**src/common/rbs_pkg.sv**
```systemverilog
// shared constants for the receive tester channel selector
package rbs_pkg;
    // port replication and register spacing
    localparam int           NUM_PORTS   = 4;
    localparam int           PORT_W      = 2;
    localparam int           OFF_W       = 9;     // register index bits
    localparam int           ADDR_W      = 13;    // byte address width
    localparam logic [10:0]  PORT_STRIDE = 11'h200;
    // register indices inside one port (byte address is four times)
    localparam logic [8:0]   OFF_CTRL    = 9'h08a;
    localparam logic [8:0]   OFF_SUPP    = 9'h08b;
    localparam logic [8:0]   OFF_CSEL1   = 9'h0d4;
    localparam logic [8:0]   OFF_CSEL2   = 9'h0d5;
    localparam logic [8:0]   OFF_CSEL3   = 9'h0d6;
    localparam logic [8:0]   OFF_CSEL4   = 9'h0d7;
    // control register fields
    localparam int           CTRL_EN_BIT  = 0;
    localparam int           CTRL_DIR_BIT = 2;
    localparam logic [7:0]   CTRL_RST     = 8'h00;
    localparam logic [7:0]   SUPP_RST     = 8'h00;
    localparam logic [31:0]  CSEL_RST     = 32'h0000_0000;
    // direction encodings
    localparam logic         DIR_LINE      = 1'b0;
    localparam logic         DIR_BACKPLANE = 1'b1;
    // channel and bit geometry
    localparam int           NUM_CH   = 32;
    localparam int           CH_W     = 5;
    localparam int           BITPOS_W = 3;
    // clock and buffer figures
    localparam int           CLK_PERIOD_NS = 8;
    localparam int           FIFO_DEPTH    = 4;
endpackage

```
**src/common/rbs_cfg_if.sv**
```systemverilog
`timescale 1ns/1ps
// one port's configuration, from the register slice to the data path
interface rbs_cfg_if;
    logic        enable;     // tester path on
    logic        direction;  // source select
    logic [7:0]  suppress;   // per bit-position exclusion
    logic [31:0] chsel;      // per timeslot selection
    modport owner (output enable, output direction,
                   output suppress, output chsel);
    modport user  (input enable, input direction,
                   input suppress, input chsel);
endinterface

```
**src/rbs_fifo.sv**
```systemverilog
`timescale 1ns/1ps
// small synchronous fifo with valid/ready on both sides
module rbs_fifo #(
    parameter int WIDTH = 1,
    parameter int DEPTH = rbs_pkg::FIFO_DEPTH
) (
    input  wire logic             clk,
    input  wire logic             rst_n,
    input  wire logic             clear,
    input  wire logic             in_valid,
    output logic                  in_ready,
    input  wire logic [WIDTH-1:0] in_data,
    output logic                  out_valid,
    input  wire logic             out_ready,
    output logic      [WIDTH-1:0] out_data
);
    localparam int AW = (DEPTH > 1) ? $clog2(DEPTH) : 1;

    // pointer arithmetic relies on wrap at a power of two
    if (DEPTH < 2 || (DEPTH & (DEPTH - 1)) != 0 || WIDTH < 1) begin : g_bad
        $error("rbs_fifo: DEPTH must be a power of two >= 2");
    end

    logic [WIDTH-1:0] mem_r [DEPTH];   // storage words
    logic [WIDTH-1:0] mem_nxt [DEPTH];
    logic [AW:0]      wp_r, wp_nxt;    // write pointer, extra wrap bit
    logic [AW:0]      rp_r, rp_nxt;    // read pointer, extra wrap bit
    logic             full, empty;

    assign empty     = (wp_r == rp_r);
    assign full      = (wp_r[AW] != rp_r[AW]) &&
                       (wp_r[AW-1:0] == rp_r[AW-1:0]);
    assign in_ready  = ~full & ~clear;
    assign out_valid = ~empty;
    assign out_data  = mem_r[rp_r[AW-1:0]];

    // next pointers and storage; clear drops all words at once
    always_comb begin
        mem_nxt = mem_r;
        wp_nxt  = wp_r;
        rp_nxt  = rp_r;
        if (clear) begin
            wp_nxt = '0;
            rp_nxt = '0;
        end else begin
            if (in_valid && in_ready) begin
                mem_nxt[wp_r[AW-1:0]] = in_data;
                wp_nxt = wp_r + 1'b1;
            end
            if (out_valid && out_ready)
                rp_nxt = rp_r + 1'b1;
        end
    end

    // register stage
    always_ff @(posedge clk or negedge rst_n) begin
        if (!rst_n) begin
            wp_r <= '0;
            rp_r <= '0;
            for (int i = 0; i < DEPTH; i++)
                mem_r[i] <= '0;
        end else begin
            wp_r  <= wp_nxt;
            rp_r  <= rp_nxt;
            mem_r <= mem_nxt;
        end
    end
endmodule

```
**src/rbs_port_regs.sv**
```systemverilog
`timescale 1ns/1ps
// register slice of one port: control, suppress, four select bytes
module rbs_port_regs (
    input  wire logic       clk,
    input  wire logic       rst_n,
    input  wire logic       wr_en,
    input  wire logic [8:0] off,
    input  wire logic [7:0] wr_data,
    output logic      [7:0] rd_data,
    output logic            hit,
    rbs_cfg_if.owner        cfg
);
    logic        en_r, en_nxt;       // tester enable
    logic        dir_r, dir_nxt;     // source direction
    logic [7:0]  supp_r, supp_nxt;   // bit suppress mask
    logic [31:0] csel_r, csel_nxt;   // channel select, ch1 at bit 0

    // decode and next values; unused control bits are not stored
    always_comb begin
        en_nxt   = en_r;
        dir_nxt  = dir_r;
        supp_nxt = supp_r;
        csel_nxt = csel_r;
        hit      = 1'b1;
        rd_data  = 8'h00;
        unique case (off)
            rbs_pkg::OFF_CTRL: begin
                rd_data[rbs_pkg::CTRL_EN_BIT]  = en_r;
                rd_data[rbs_pkg::CTRL_DIR_BIT] = dir_r;
                if (wr_en) begin
                    en_nxt  = wr_data[rbs_pkg::CTRL_EN_BIT];
                    dir_nxt = wr_data[rbs_pkg::CTRL_DIR_BIT];
                end
            end
            rbs_pkg::OFF_SUPP: begin
                rd_data = supp_r;
                if (wr_en)
                    supp_nxt = wr_data;
            end
            // byte k of the select vector holds channels 8k+1..8k+8
            rbs_pkg::OFF_CSEL1: begin
                rd_data = csel_r[7:0];
                if (wr_en)
                    csel_nxt[7:0] = wr_data;
            end
            rbs_pkg::OFF_CSEL2: begin
                rd_data = csel_r[15:8];
                if (wr_en)
                    csel_nxt[15:8] = wr_data;
            end
            rbs_pkg::OFF_CSEL3: begin
                rd_data = csel_r[23:16];
                if (wr_en)
                    csel_nxt[23:16] = wr_data;
            end
            rbs_pkg::OFF_CSEL4: begin
                rd_data = csel_r[31:24];
                if (wr_en)
                    csel_nxt[31:24] = wr_data;
            end
            // anything else is unmapped
            default: hit = 1'b0;
        endcase
    end

    // register stage, everything clear at reset
    always_ff @(posedge clk or negedge rst_n) begin
        if (!rst_n) begin
            en_r   <= rbs_pkg::CTRL_RST[rbs_pkg::CTRL_EN_BIT];
            dir_r  <= rbs_pkg::CTRL_RST[rbs_pkg::CTRL_DIR_BIT];
            supp_r <= rbs_pkg::SUPP_RST;
            csel_r <= rbs_pkg::CSEL_RST;
        end else begin
            en_r   <= en_nxt;
            dir_r  <= dir_nxt;
            supp_r <= supp_nxt;
            csel_r <= csel_nxt;
        end
    end

    assign cfg.enable    = en_r;
    assign cfg.direction = dir_r;
    assign cfg.suppress  = supp_r;
    assign cfg.chsel     = csel_r;
endmodule

```
**src/rbs_top.sv**
```systemverilog
// Implementation choice: the APB register port.
`timescale 1ns/1ps
//
// Contract
// - enable bit zero blocks the tester path
// - direction picks line inputs or backplane
// - 32 select bits, ch1 lsb of first byte
// - select bits ignored while disabled
// - any select combination, all 32 allowed
// - uses receive framer timing only
// - mask bit excludes that bit position
// - four ports, bases 0x200 apart
//
module rbs_top #(
    parameter int FIFO_DEPTH = rbs_pkg::FIFO_DEPTH
) (
    input  wire logic                            SYS_CLK,
    input  wire logic                            NRST,
    // apb slave
    input  wire logic                            PSEL,
    input  wire logic                            PENABLE,
    input  wire logic                            PWRITE,
    input  wire logic [rbs_pkg::ADDR_W-1:0]      PADDR,
    input  wire logic [31:0]                     PWDATA,
    output logic      [31:0]                     PRDATA,
    output logic                                 PREADY,
    output logic                                 PSLVERR,
    // receive framer side, one lane per port
    input  wire logic [3:0]                      RX_BIT_EN,
    input  wire logic [3:0][rbs_pkg::CH_W-1:0]   RX_CHANNEL,
    input  wire logic [3:0][rbs_pkg::BITPOS_W-1:0] RX_BIT_POS,
    input  wire logic [3:0]                      LINE_IN_POSITIVE,
    input  wire logic [3:0]                      LINE_IN_NEGATIVE,
    input  wire logic [3:0]                      BACKPLANE_SERIAL_IN,
    output logic      [3:0]                      RX_READY,
    // pattern tester side
    output logic      [3:0]                      TESTER_DATA,
    output logic      [3:0]                      TESTER_VALID,
    input  wire logic [3:0]                      TESTER_READY
);
    localparam int NP = rbs_pkg::NUM_PORTS;

    // the lane vectors above are four wide
    if (NP != 4 || FIFO_DEPTH < 2) begin : g_bad_cfg
        $error("rbs_top: unsupported port count or fifo depth");
    end

    ////////////////////////////////////////////////////////////////////
    // apb address decode
    ////////////////////////////////////////////////////////////////////

    logic [10:0]                 idx;       // register index
    logic [rbs_pkg::PORT_W-1:0]  port_sel;  // which port slice
    logic [rbs_pkg::OFF_W-1:0]   reg_off;   // index inside the port
    logic                        aligned;   // word aligned access
    logic                        setup;     // first apb cycle
    logic                        access_wr; // write commits now
    logic [NP-1:0][7:0]          port_rd;   // read data per port
    logic [NP-1:0]               port_hit;  // mapped per port

    // index = port * stride + offset, so port sits above the offset
    assign idx      = PADDR[rbs_pkg::ADDR_W-1:2];
    assign port_sel = idx[10:9];
    assign reg_off  = idx[8:0];
    assign aligned  = (PADDR[1:0] == 2'b00);
    assign setup    = PSEL & ~PENABLE;
    // zero wait states: every access phase completes at once
    assign PREADY    = PSEL & PENABLE;
    assign access_wr = PSEL & PENABLE & PWRITE & aligned;

    ////////////////////////////////////////////////////////////////////
    // read data and error capture
    ////////////////////////////////////////////////////////////////////

    logic [31:0] rdata_r, rdata_nxt;  // read data for access phase
    logic        err_r, err_nxt;      // slave error for access phase

    // sample during setup so the access phase shows registered data
    always_comb begin
        rdata_nxt = rdata_r;
        err_nxt   = err_r;
        if (setup) begin
            err_nxt   = ~aligned | ~port_hit[port_sel];
            rdata_nxt = 32'h0000_0000;
            // narrow registers sit in the low byte, upper bits zero
            if (!PWRITE && aligned && port_hit[port_sel])
                rdata_nxt[7:0] = port_rd[port_sel];
        end
    end

    // register stage of the read path
    always_ff @(posedge SYS_CLK or negedge NRST) begin
        if (!NRST) begin
            rdata_r <= 32'h0000_0000;
            err_r   <= 1'b0;
        end else begin
            rdata_r <= rdata_nxt;
            err_r   <= err_nxt;
        end
    end

    assign PRDATA  = rdata_r;
    assign PSLVERR = PREADY & err_r;

    ////////////////////////////////////////////////////////////////////
    // per-port register slice and data path
    ////////////////////////////////////////////////////////////////////

    for (genvar p = 0; p < NP; p++) begin : g_port
        rbs_cfg_if cfg ();
        logic       wr_p;      // write strobe for this slice
        logic       src_bit;   // chosen source bit
        logic       ch_on;     // current timeslot selected
        logic       bit_kept;  // current bit position not suppressed
        logic       take;      // bit goes to the tester
        logic       head_vld;  // fifo holds at least one bit

        // only the addressed port takes the write
        assign wr_p = access_wr
                      && (port_sel == (rbs_pkg::PORT_W)'(p));

        rbs_port_regs u_regs (
            .clk     (SYS_CLK),
            .rst_n   (NRST),
            .wr_en   (wr_p),
            .off     (reg_off),
            .wr_data (PWDATA[7:0]),
            .rd_data (port_rd[p]),
            .hit     (port_hit[p]),
            .cfg     (cfg.owner)
        );

        // line side: a mark on either rail decodes to a one
        always_comb begin
            if (cfg.direction == rbs_pkg::DIR_BACKPLANE)
                src_bit = BACKPLANE_SERIAL_IN[p];
            else
                src_bit = LINE_IN_POSITIVE[p] | LINE_IN_NEGATIVE[p];
        end

        // each timeslot looks up its own bit, so any mix works
        assign ch_on    = cfg.chsel[RX_CHANNEL[p]];
        // position 7 is channel bit 8, the msb
        assign bit_kept = ~cfg.suppress[RX_BIT_POS[p]];
        // receive bit timing alone paces the path
        assign take     = RX_BIT_EN[p] & cfg.enable
                          & ch_on & bit_kept;

        // disabling flushes queued bits so nothing stale is qualified
        rbs_fifo #(
            .WIDTH (1),
            .DEPTH (FIFO_DEPTH)
        ) u_fifo (
            .clk       (SYS_CLK),
            .rst_n     (NRST),
            .clear     (~cfg.enable),
            .in_valid  (take),
            .in_ready  (RX_READY[p]),
            .in_data   (src_bit),
            .out_valid (head_vld),
            .out_ready (TESTER_READY[p]),
            .out_data  (TESTER_DATA[p])
        );

        // qualifier drops with enable, not one cycle later with the flush
        assign TESTER_VALID[p] = head_vld & cfg.enable;
    end
endmodule

```
**config.mk**
```make
export PLATFORM = sky130hd
export DESIGN_NAME = rbs_top
export DESIGN_NICKNAME = d
export VERILOG_FILES = /design/src/common/rbs_pkg.sv /design/src/common/rbs_cfg_if.sv /design/src/rbs_fifo.sv /design/src/rbs_port_regs.sv /design/src/rbs_top.sv
export SDC_FILE = /design/constraint.sdc
export NUM_CORES = 1
export LEC_CHECK = 0
export ABC_AREA = 1
export ABC_CLOCK_PERIOD_IN_PS = 1450
export BUFFER_PORTS_ARGS = -buffer_cell sky130_fd_sc_hd__buf_4
export CAP_MARGIN = 20
export CORE_UTILIZATION = 44
export CTS_CLUSTER_SIZE = 30
export DETAILED_ROUTE_END_ITERATION = 8
export PLACE_DENSITY = 0.65
export RECOVER_POWER = 25
export SYNTH_ARGS = -nofsm -noshare
export SYNTH_HDL_FRONTEND = slang
export SYNTH_SLANG_ARGS = --single-unit
```
**constraint.sdc**
```tcl
create_clock -name SYS_CLK -period 1.45 [get_ports SYS_CLK]
set_input_delay 0.145 -clock SYS_CLK [delete_from_list [all_inputs] [get_ports SYS_CLK]]
set_output_delay 0.145 -clock SYS_CLK [all_outputs]
set_load 0.02 [all_outputs]
```
**Word-level counts from Yosys, hierarchy flattened**

Index checks and enable logic that the tools add are counted.

- Register bits: 217
- Output and inout bits: 46
- Logic and storage cells: 301

- $add $sub $neg: 8
- Order comparisons: 21
- Equality and inequality tests: 29
- Muxes and demuxes: 82
- Bitwise logic cells: 53
- Reduce and logical (&&, ||, !) cells: 54

Operators with widths:

| kind | number |
|---|---|
| 5-bit one-hot mux with 5 select lines | 4 |
| 2-bit AND reduction | 28 |
| 9-bit by 8-bit == test with 1-bit output, second input constant | 6 |
| 3-bit 2-to-1 mux | 16 |
| 1-bit one-hot mux with 6 select lines | 8 |
| 1-bit 2-to-1 mux | 26 |
| 1-bit AND | 25 |
| 3-bit by 1-bit adder with 3-bit output, second input constant | 8 |
| 3-bit greater-or-equal comparator, second input constant | 8 |
| 5-bit by 6-bit less-than comparator with 1-bit output, second input constant | 4 |
| 2-bit inverter with 3-bit output | 8 |
| 1-bit logical AND | 22 |
| 1-bit binary-select mux with 5-bit select | 4 |
| 1-bit one-hot mux with 5 select lines | 4 |
| 8-bit binary-select mux with 2-bit select | 1 |
| 4-bit bitwise mux | 4 |
| 3-bit by 4-bit less-than comparator with 1-bit output, second input constant | 4 |
| 8-bit 2-to-1 mux | 2 |
| 2-bit by 1-bit != test with 1-bit output, second input constant | 8 |
| 1-bit inverter | 15 |
| 1-bit binary-select mux with 3-bit select | 4 |
| 3-bit == test | 4 |
| 3-bit by 1-bit less-than comparator with 1-bit output, second input constant | 4 |
| 1-bit binary-select mux with 2-bit select | 5 |
| other kinds (10) | 25 |

**Depth between registers and ports, before layout**

Gate-level depths: netlist (run 1).

- Depth in word-level cells: 7
- Depth in mapped cells: 14
- Depth with buffers taken out: 13

**By module**

A second synthesis (run 1) with hierarchy kept.

- Cells, all modules: 2085
- Area, all modules: 14687.8 µm²

Modules (own cells, without submodules):

| module | times used | cells each | area each (µm²) | sequential area each (µm²) |
|---|---|---|---|---|
| rbs_port_regs at g_port[2].u_regs ... | 2 | 282 | 2304.7 | 1051.0 |
| rbs_port_regs at g_port[0].u_regs ... | 2 | 282 | 2297.2 | 1051.0 |
| rbs_top | 1 | 605 | 2796.4 | 225.2 |
| rbs_fifo | 4 | 88 | 671.9 | 250.2 |

**Least setup slack after synthesis (run 1)**

OpenSTA, ideal clock, no wires.

- Path kind: register to register
- Start point: register g_port[2].u_fifo.wp_r[0]
- End point: register g_port[2].u_fifo.wp_r[2]
- Data arrival time: 1.509 ns
- Required time: 1.384 ns
- Slack: -0.125 ns
- Cell stages (with the launch flop): 9
- Path buffers: 0
- Cell sequence: dfrtp_1 > xnor2_1 > nand2_1 > o21ai_0 > nor3_1 > nand2_1 > nor2_4 > nand3_1 > nand2_1

- Longest elaborated chain between the ends: 6
- Elaborated cells on any way between the ends: 9

Ends and longest elaborated chain:

| what | RTL line | text |
|---|---|---|
| start: declaration | rbs_fifo.sv:26 | `logic [AW:0] wp_r, wp_nxt;` |
| start signal: assignment | rbs_fifo.sv:63 | `wp_r <= wp_nxt;` |
| parallel branches: the longest is 6 deep, another holds 3-bit by 1-bit adder with 3-bit output | - |  |

Several ways; the timed one is not identified. The select of a mux whose other input is x is not followed.
A chain may end at the register's enable or synchronous reset.

**Final worst setup path (run 1)**

- Start point: register g_port[2].u_fifo.wp_r[1]
- End point: output RX_READY[2]

- Longest elaborated chain between the ends: 4

Ends and longest elaborated chain:

| what | RTL line | text |
|---|---|---|
| 2-bit == test | rbs_fifo.sv:32 | `(wp_r[AW-1:0] == rp_r[AW-1:0]);` |
| 1-bit logical AND | rbs_fifo.sv:31 | `assign full = (wp_r[AW] != rp_r[AW]) &&` |
| 1-bit inverter | rbs_fifo.sv:33 | `assign in_ready = ~full & ~clear;` |
| 1-bit AND | rbs_fifo.sv:33 |  |
| end: declaration | rbs_top.sv:35 | `output logic [3:0] RX_READY,` |

No other way between the ends.

==> impl_metrics.tcl, run 1 <==
set metrics [dict create \
    grt_max_degree 47 \
    gp_congestion 0.960 \
    numCtsBuffers 27 \
    startpoint "g_port[2].u_fifo.wp_r[1]" \
    setup_viol 43 \
    slew_viol_final 0 \
    fin_area_um2 17100 \
    final_cells 2494 \
    multi_input_area_um2 6530 \
    clk_pin_slew_ns 0.07 \
    worst_skew_pair.late_latency_ns 0.54 \
    crit_fanout 2 \
    overflow 0 \
    drt_pass1_iterations 6 \
    dpl_cell_area_um2 15600 \
    antenna_found_initial 0 \
    grt_pass1_vias 12500 \
    area_delta_synth_final_pct 34.6 \
    max_cap_viol_count 0 \
    ios 148 \
    slowest_delay_ns 0.41 \
    synth_top_area_share_pct 42.7 \
    cp_slowest_cell "dfrtp_1" \
    num_rows 61 \
    endpoint_kind "output pin" \
    power_leakage_uw 0.00848 \
    period_share_pct 129 \
    synth_seq_cells 217 \
    hpwl_mm 30.7 \
    vias 13100 \
    required_ns 1.31 \
    worstMarginPinSlew_ns 1.17 \
    fin_nets 2218 \
    drtIter0Drc 1132 \
    final_common_cell "nand2_1" \
    synthesis.area_um2 12700 \
    rsz0062_at_grt "true" \
    synth_top_area_cell "dfrtp_1" \
    start_util_pct 45.3 \
    h-tree-depth 1 \
    final_cell_mix "532 x nand2_1, 322 x buf_4, 233 x o21ai_0" \
    cts.path.max_buffers 3 \
    clock_tree.root_cell "clkbuf_16" \
    violations "setup timing" \
    diodes 0 \
    core_area_um2 28100 \
    drc 0 \
    regArea_um2 5430 \
    ys_warn_count 0 \
    finalWorstPathRequiredPeriod_ns 1.87 \
    fin_setup_tns_ns -7.37 \
    die_area_um2 29600 \
    power.density_nw_per_um2 1130 \
    cts_tree "done" \
    nFillCells 2602 \
    crit_arrival_ns 1.73 \
    setup_ws_ns -0.425 \
    yosysSeqAreaShare_pct 42.7 \
    ant_nets 0 \
    clock-sinks 217 \
    hold_viol_final 0 \
    crit_path_cell_trace "xnor2_2, nand2_1, o21ai_2, buf_4, inv_2, buf_6" \
    synthCells 1781 \
    hold_class "in -> reg" \
    hold_path.startpoint "PWRITE" \
    syn_avg_cell_area_um2 7.14 \
    via_per_inst 5.25 \
    cp-start-kind "flop" \
    drive_above_1_share_pct 25.1 \
    vdd_drop_max_uv 680 \
    slew_headroom_pct 22.0 \
    grt_usage_pct 29.4 \
    wl_mm 43.1 \
    synthTopCellsByArea "dfrtp_1 43%, nand2_1 16%, o21ai_0 9.8%" \
    ys_types 35 \
    skew_ns 0.0144 \
    fmax_mhz 533 \
    outcome "finished, violations left" \
    portBuffers 99 \
    wl_per_cell_um 17.3 \
    grt_pass1_wl_mm 66.8 \
    whs_ns 0.0354 \
    timing.rr.start "g_port[1].u_fifo.rp_r[1]" \
    fp.dieW_um 172 \
    die_h_um 172 \
    dp_cells 2411 \
    path_class "reg -> out" \
]
critical path, delay by kind of cell, from the launching register on:
kind,cells,cell delay (ns)
buffers and inverters,3,0.29
AND/OR/NAND/NOR,1,0.11
flip-flops,1,0.41
XOR/XNOR,1,0.20
AO/OA/AOI/OAI,1,0.20
kinds of logic (layout without fill, tap and decap cells):
logic type                 count (synthesis)  in the layout  share of synthesized area (%)
and+or+nand+nor                          937            937                           32.1
AOI/OAI and AO/OA                        300            300                           12.3
buffers and inverters                    290            602                           9.78
DFF                                      217            217                           42.7
adders and majority gates                 20             20                           1.97
xor gates and xnor gates                  16             16                           1.10
other                                      1             24                         0.0295
metal layers:
metal | global-route usage (%) | vias up | wire (um)
li1 | - | 6362 | -
met3 | 4.65 | 88 | 3020
met4 | 9.81 | 0 | 1350
met5 | 0 | - | 0
met1 | 40.2 | 6132 | 18500
met2 | 47.5 | 522 | 20200
worst paths after layout:
| kind | endpoint | slack [ns] | cells after the start |
|---|---|---|---|
| max | RX_READY[2] | -0.42 | 6 |
| min | PRDATA[3] | 0.04 | 5 |
| max reg2reg | g_port[1].u_fifo.mem_r[1] | -0.26 | 9 |
| min reg2reg | g_port[2].u_regs.cfg.chsel[15] | 0.48 | 2 |
| max in group asynchronous | g_port[2].u_regs.cfg.chsel[17] | 0.18 | 3 |
| min in group asynchronous | g_port[2].u_fifo.mem_r[2] | 0.38 | 2 |
sequential cells by signal (all words and copies together), names as in the netlist:
register                     count
g_port.u_regs.cfg.chsel        128
g_port.u_fifo.mem_r             16
g_port.u_regs.cfg.enable         4
g_port.u_fifo.rp_r              12
PRDATA                           8
g_port.u_regs.cfg.direction      4
g_port.u_fifo.wp_r              12
err_r                            1
g_port.u_regs.cfg.suppress      32
report_power, final:
group          switching [uW]  internal [uW]  total [uW]
sequential                380           6460        6840
combinational            3050           2740        5800
clock                    2730           4020        6750
Yosys cell counts, drive strengths merged:
cell type / number
nand2: 555
o21ai: 263
dfrtp: 217
nand3: 183
inv: 182
nor2: 132
clkbuf: 57
buf: 50
nand4: 49
o211ai: 24
ha: 20
xnor2: 12
nor3: 10
a21oi: 8
nand3b: 4
o22ai: 4
xor2: 4
nor4: 2
or2: 2
clkinv: 1
conb: 1
o21a: 1
through the flow:
step | utilization, % | total power, uW | setup slack, ns
6_report | 60.9 | 19400 | -0.425
5_1_grt | 60.9 | 20300 | -0.498
4_1_cts | 60.1 | 18800 | -0.442
3_5_place_dp | 55.4 | 11300 | -0.361
3_3_place_gp | 55.4 | 11200 | -0.351
2_1_floorplan | - | 9540 | 0.000789
timing repair:
action	CTS	global route
hold buffers	7	0
endpoints found under the setup margin	40	44
gates resized for setup	70	58
gates cloned	0	0
pin swaps	53	31
setup buffers	15	16
hold endpoints to repair	233	0
final cells by class:
cell class,instances,share of cell area [%]
clock inverter,15,0.804
timing repair buffer,370,18.0
tap,378,2.76
clock buffer,34,4.39
inverter,183,4.10
multi-input combinational,1297,38.2
sequential,217,31.7
Note: power is estimated with default switching activity, not from simulation.
==> run 2, diff against run 1 <==
--- a/config.mk
+++ b/config.mk
@@ -6,9 +6,10 @@
 export NUM_CORES = 1
 export LEC_CHECK = 0
 export ABC_AREA = 1
-export ABC_CLOCK_PERIOD_IN_PS = 1450
+export ABC_CLOCK_PERIOD_IN_PS = 1500
 export BUFFER_PORTS_ARGS = -buffer_cell sky130_fd_sc_hd__buf_4
 export CAP_MARGIN = 20
+export CORE_ASPECT_RATIO = 0.5
 export CORE_UTILIZATION = 44
 export CTS_CLUSTER_SIZE = 30
 export DETAILED_ROUTE_END_ITERATION = 8
==> constraint.sdc (replaced) <==
create_clock -name SYS_CLK -period 1.5 [get_ports SYS_CLK]
set_input_delay 0.15 -clock SYS_CLK [delete_from_list [all_inputs] [get_ports SYS_CLK]]
set_output_delay 0.15 -clock SYS_CLK [all_outputs]
set_load 0.02 [all_outputs]
==> impl_metrics.tcl, run 2 (synthesis results as in run 1) <==
set metrics [dict create \
    hold_viol_final 0 \
    worstHoldEndpoint "g_port[2].u_fifo.mem_r[0]" \
    fin_nets 2222 \
    hold_depth 5 \
    skew_ns 0.0225 \
    setup_ws_ns -0.314 \
    required_ns 1.35 \
    slew_viol_final 0 \
    finalWorstPathRequiredPeriod_ns 1.81 \
    crit_family "flip-flops" \
    overflow 0 \
    period_share_pct 121 \
    crit_fanout 2 \
    hold_class "in -> reg" \
    start_util_pct 45.4 \
    dpl_cell_area_um2 15600 \
    ant_nets 0 \
    slew_headroom_pct 41.2 \
    ff2ff_path_depth 8 \
    p_int_uw 12500 \
    final_common_cell "nand2_1" \
    vias 13100 \
    largest_register_ffs 128 \
    clock_tree.root_cell "clkbuf_16" \
    cp-start-kind "flop" \
    portBuffers 99 \
    grt_max_degree 61 \
    p_comb_share_pct 32.2 \
    drive_above_1_share_pct 25.2 \
    numCtsBuffers 21 \
    dp_slack_ns -0.284 \
    die_area_um2 29600 \
    via_per_inst 5.24 \
    slowest_delay_ns 0.41 \
    crit_path_cell_trace "xnor2_2, nand2_1, o21ai_2, buf_4, inv_2, buf_6" \
    setup_viol 40 \
    outcome "finished, violations left" \
    cp_slowest_cell "dfrtp_1" \
    clkPwrFrac_pct 31.7 \
    grt_usage_pct 29.3 \
    drt_pass1_iterations 6 \
    seqPwrFrac_pct 36.1 \
    drtIter0Drc 1241 \
    cts.path.max_buffers 3 \
    gp_congestion 0.981 \
    hold_path.startpoint "RX_CHANNEL[14]" \
    path_class "reg -> out" \
    cts_tree "done" \
    num_rows 43 \
    max_cap_viol_count 0 \
    worstMarginPinSlew_ns 0.882 \
    h-tree-depth 1 \
    die_h_um 122 \
    fmax_mhz 551 \
    crit_buf_inv 3 \
    p_switching_uw 5860 \
    grt_pass1_vias 12200 \
    wl_per_cell_um 17.2 \
    timing.rr.start "g_port[0].u_fifo.wp_r[2]" \
    rsz0062_at_grt "true" \
    finalPower_uw 18400 \
    final_cell_mix "536 x nand2_1, 321 x buf_4, 234 x o21ai_0" \
    whs_ns 0.0985 \
    crit_cells 6 \
    final_cells 2498 \
    area_delta_synth_final_pct 34.8 \
    vdd_drop_max_uv 1120 \
    core_area_um2 28000 \
    fin_area_um2 17100 \
    r2r_end "g_port[0].u_fifo.mem_r[0]" \
    antenna_found_initial 2 \
    wl_mm 43.0 \
    rrSetupSlack_ns -0.16 \
    clk_pin_slew_ns 0.06 \
    dp_cells 2426 \
    hpwl_mm 30.8 \
    drc 0 \
    power.density_nw_per_um2 1070 \
    crit_arrival_ns 1.66 \
    fp.dieW_um 242 \
    endpoint_kind "output pin" \
    grt_pass1_wl_mm 67.2 \
    clock-sinks 217 \
    ios 148 \
    violations "setup timing" \
    worst_skew_pair.late_latency_ns 0.53 \
    switching_share_pct 31.9 \
    power_leakage_uw 0.00848 \
]
run 2: cell types whose count changed in the layout (fill, tap and decap cells not counted), sizes merged:
cell	previous run	this run
dlygate4sd3	7	8
clkbuf	34	32
buf	363	368
diode	0	1
bufinv	2	3
clkinv	12	6
run 2: worst max-delay path by stage:
stage	startpoint	end	slack (ns)
after detailed placement	PADDR[7]	PRDATA[2]	-0.28
after floorplan	PSEL	g_port[0].u_regs.cfg.suppress[5]	-0.002
after global routing	g_port[2].u_fifo.wp_r[0]	RX_READY[2]	-0.37
final	g_port[2].u_fifo.wp_r[0]	RX_READY[2]	-0.31
after CTS	g_port[0].u_fifo.rp_r[0]	RX_READY[0]	-0.33
after global placement	PADDR[5]	PRDATA[1]	-0.28
run 2: worst min-delay path: stages:
cell and delay (ns):
buf_4 0.12, nor2_2 0.14, nor2_4 0.09, nand3_2 0.05
nand2_1 0.04
run 2: power by group through the flow:
stage	logic, uW	clock network [uW]	registers [uW]
after floorplan	2490	0	6640
after global placement	4210	0	6610
after detailed placement	4270	0	6610
after CTS	4990	5900	6560
after global routing	6390	6120	6660
final	5910	5830	6620
run 2: final cells by class:
| class | instances | area (um^2) |
|---|---|---|
| clock buffers | 28 | 612 |
| flip-flops and latches | 217 | 5430 |
| clock inverters | 10 | 131 |
| fillers | 2510 | 10900 |
| repair buffers | 380 | 3230 |
| diodes | 1 | 2.50 |
| inverters | 183 | 702 |
| well taps | 382 | 478 |
| multi-input cells | 1297 | 6550 |
run 2: through the flow:
step / setup TNS (ns) / util [%]
final: -5.49 / 61.1
after floorplan: -0.00358 / -
after detailed placement: -18.24 / 55.8
after CTS: -4.87 / 59.8
after global routing: -14.98 / 61.1
after global placement: -15.01 / 55.8
run 2: metal layers:
metal,track usage (%),up-vias,routed length (um)
li1,-,6380,-
met1,41.1,6129,19200
met2,46.5,504,19100
met3,5.84,76,3520
met4,7.44,0,1090
met5,0,-,0
run 2: repair_timing:
item                                    in CTS  in global routing
hold buffers                                 8                  0
endpoints found under the hold margin      234                  0
resized for setup                           62                 88
endpoints found under the setup margin      39                 94
pin swaps                                   33                 36
cloned                                       0                  0
setup buffers                               14                 16
==> run 3, diff against run 2 <==
--- a/config.mk
+++ b/config.mk
@@ -13,6 +13,7 @@
 export CORE_UTILIZATION = 44
 export CTS_CLUSTER_SIZE = 30
 export DETAILED_ROUTE_END_ITERATION = 8
+export GPL_TIMING_DRIVEN = 0
 export PLACE_DENSITY = 0.65
 export RECOVER_POWER = 25
 export SYNTH_ARGS = -nofsm -noshare
==> impl_metrics.tcl, run 3 (synthesis results as in run 1) <==
set metrics [dict create \
    core_area_um2 28000 \
    nFillCells 2719 \
    required_ns 1.35 \
    ant_nets 0 \
    clock-sinks 217 \
    ios 148 \
    start_util_pct 45.4 \
    wl_mm 45.4 \
    crit_arrival_ns 1.62 \
    grt_usage_pct 30.3 \
    cts_tree "done" \
    crit_fanout 2 \
    num_rows 43 \
    largest_register_ffs 128 \
    grt_pass1_wl_mm 68.2 \
    slew_headroom_pct 27.8 \
    rsz0062_at_grt "true" \
    clk_pin_slew_ns 0.07 \
    cp-start-kind "flop" \
    hold_depth 4 \
    area_delta_synth_final_pct 25.3 \
    grt_pass1_vias 11900 \
    top_usage_layer "met2" \
    hold_path.startpoint "TESTER_READY[0]" \
    worstMarginPinSlew_ns 1.08 \
    drive_above_1_share_pct 18.7 \
    outcome "finished, violations left" \
    finalWorstPathRequiredPeriod_ns 1.77 \
    rrSetupSlack_ns -0.22 \
    period_share_pct 118 \
    gp_congestion 1.03 \
    power.density_nw_per_um2 1080 \
    skew_ns 0.0343 \
    ff2ff_path_depth 8 \
    fin_setup_tns_ns -6.04 \
    cts.path.max_buffers 3 \
    overflow 0 \
    hpwl_mm 31.7 \
    clock_tree.root_cell "clkbuf_16" \
    worst_skew_pair.late_latency_ns 0.55 \
    wl_per_cell_um 19.0 \
    die_h_um 122 \
    power_leakage_uw 0.00764 \
    finalPower_uw 17200 \
    use_met1_pct 43.0 \
    diodes 0 \
    dpl_cell_area_um2 14100 \
    violations "setup timing" \
    slew_viol_final 0 \
    drc 0 \
    fp.dieW_um 242 \
    hold_viol_final 0 \
    setup_ws_ns -0.267 \
    timing.rr.start "g_port[0].u_fifo.wp_r[2]" \
    final_cell_mix "539 x nand2_1, 237 x o21ai_0, 207 x dfrtp_1" \
    fmax_mhz 566 \
    grt.met3_usage_pct 7.68 \
    max_cap_viol_count 0 \
    h-tree-depth 1 \
    endpoint_kind "output pin" \
    vdd_drop_max_uv 865 \
    path_class "reg -> out" \
    antenna_found_initial 0 \
    drtIter0Drc 1445 \
    r2r_end "g_port[0].u_fifo.wp_r[0]" \
    fin_area_um2 15900 \
    grt_use_met2_pct 45.9 \
    final_common_cell "nand2_1" \
    worstHoldEndpoint "g_port[0].u_fifo.rp_r[0]" \
    portBuffers 99 \
    drt_pass1_iterations 7 \
    die_area_um2 29600 \
    setup_viol 40 \
    fin_nets 2114 \
    via_per_inst 5.45 \
    vias 13000 \
    numCtsBuffers 21 \
    grt_max_degree 119 \
    hold_class "in -> reg" \
]
-- run 3: changes by cell type in the layout (fill, tap and decap cells not counted), sizes merged --
cell / delta
buf: -161
clkinv: -2
clkbuf: +54
bufinv: -1
nor2: +1
diode: -1
dlygate4sd3: +1
-- run 3: how the worst max path moves through the flow --
stage / startpoint / endpoint / slack (ns)
2_1_floorplan: PSEL / g_port[0].u_regs.cfg.suppress[5] / -0.002
5_1_grt: g_port[3].u_fifo.wp_r[1] / TESTER_VALID[3] / -0.33
4_1_cts: g_port[1].u_fifo.rp_r[1] / RX_READY[1] / -0.30
6_report: g_port[0].u_fifo.wp_r[0] / RX_READY[0] / -0.27
3_3_place_gp: NRST / g_port[1].u_regs.cfg.chsel[31] / -1.42
3_5_place_dp: PADDR[11] / g_port[3].u_regs.cfg.chsel[14] / -0.82
-- run 3: per-layer routing --
metal,part of all wire [%],routed length [um]
met2,42,19300
met3,11,4880
met4,2.8,1280
met1,44,19900
met5,0,0
-- run 3: per-stage QoR --
stage               hold WS, ns  worst slack, ns  instances  util (%)
finish                   0.0132           -0.267       2389      56.8
global route             0.0488           -0.329       2389      56.8
CTS                     0.00539           -0.297       2366      55.4
detailed placement      -0.0725           -0.824       2287      50.3
global placement          0.455            -1.42       2285      50.0
floorplan                -0.146         -0.00179       1804         -
-- run 3: layout make-up --
cell class / count / area [um^2] / area share (%)
tap: 382 / 478 / 3.00
clock inverter: 7 / 91.3 / 0.573
sequential: 217 / 5440 / 34.2
clock buffer: 31 / 593 / 3.72
multi-input combinational: 1298 / 6600 / 41.4
inverter: 183 / 714 / 4.48
timing repair buffer: 173 / 1450 / 9.09
buffer: 98 / 566 / 3.55
-- run 3: worst max-delay path, stage by stage (launching register included) --
cell	delay, ns
dfrtp_2	0.43
xnor2_2	0.21
nand2_2	0.09
o21ai_4	0.19
inv_2	0.05
buf_6	0.13
-- run 3: power by group --
group	switching, uW	total, uW	internal (uW)
registers	381	6640	6260
clock network	2480	5580	3100
logic	2780	5020	2240
-- run 3: repair_timing --
item	in CTS	in global routing
gates cloned	1	1
resized for setup	112	81
hold endpoints to repair	141	0
setup buffers	40	23
hold buffers	9	0
pin swaps	51	51
endpoints found under the setup margin	179	186
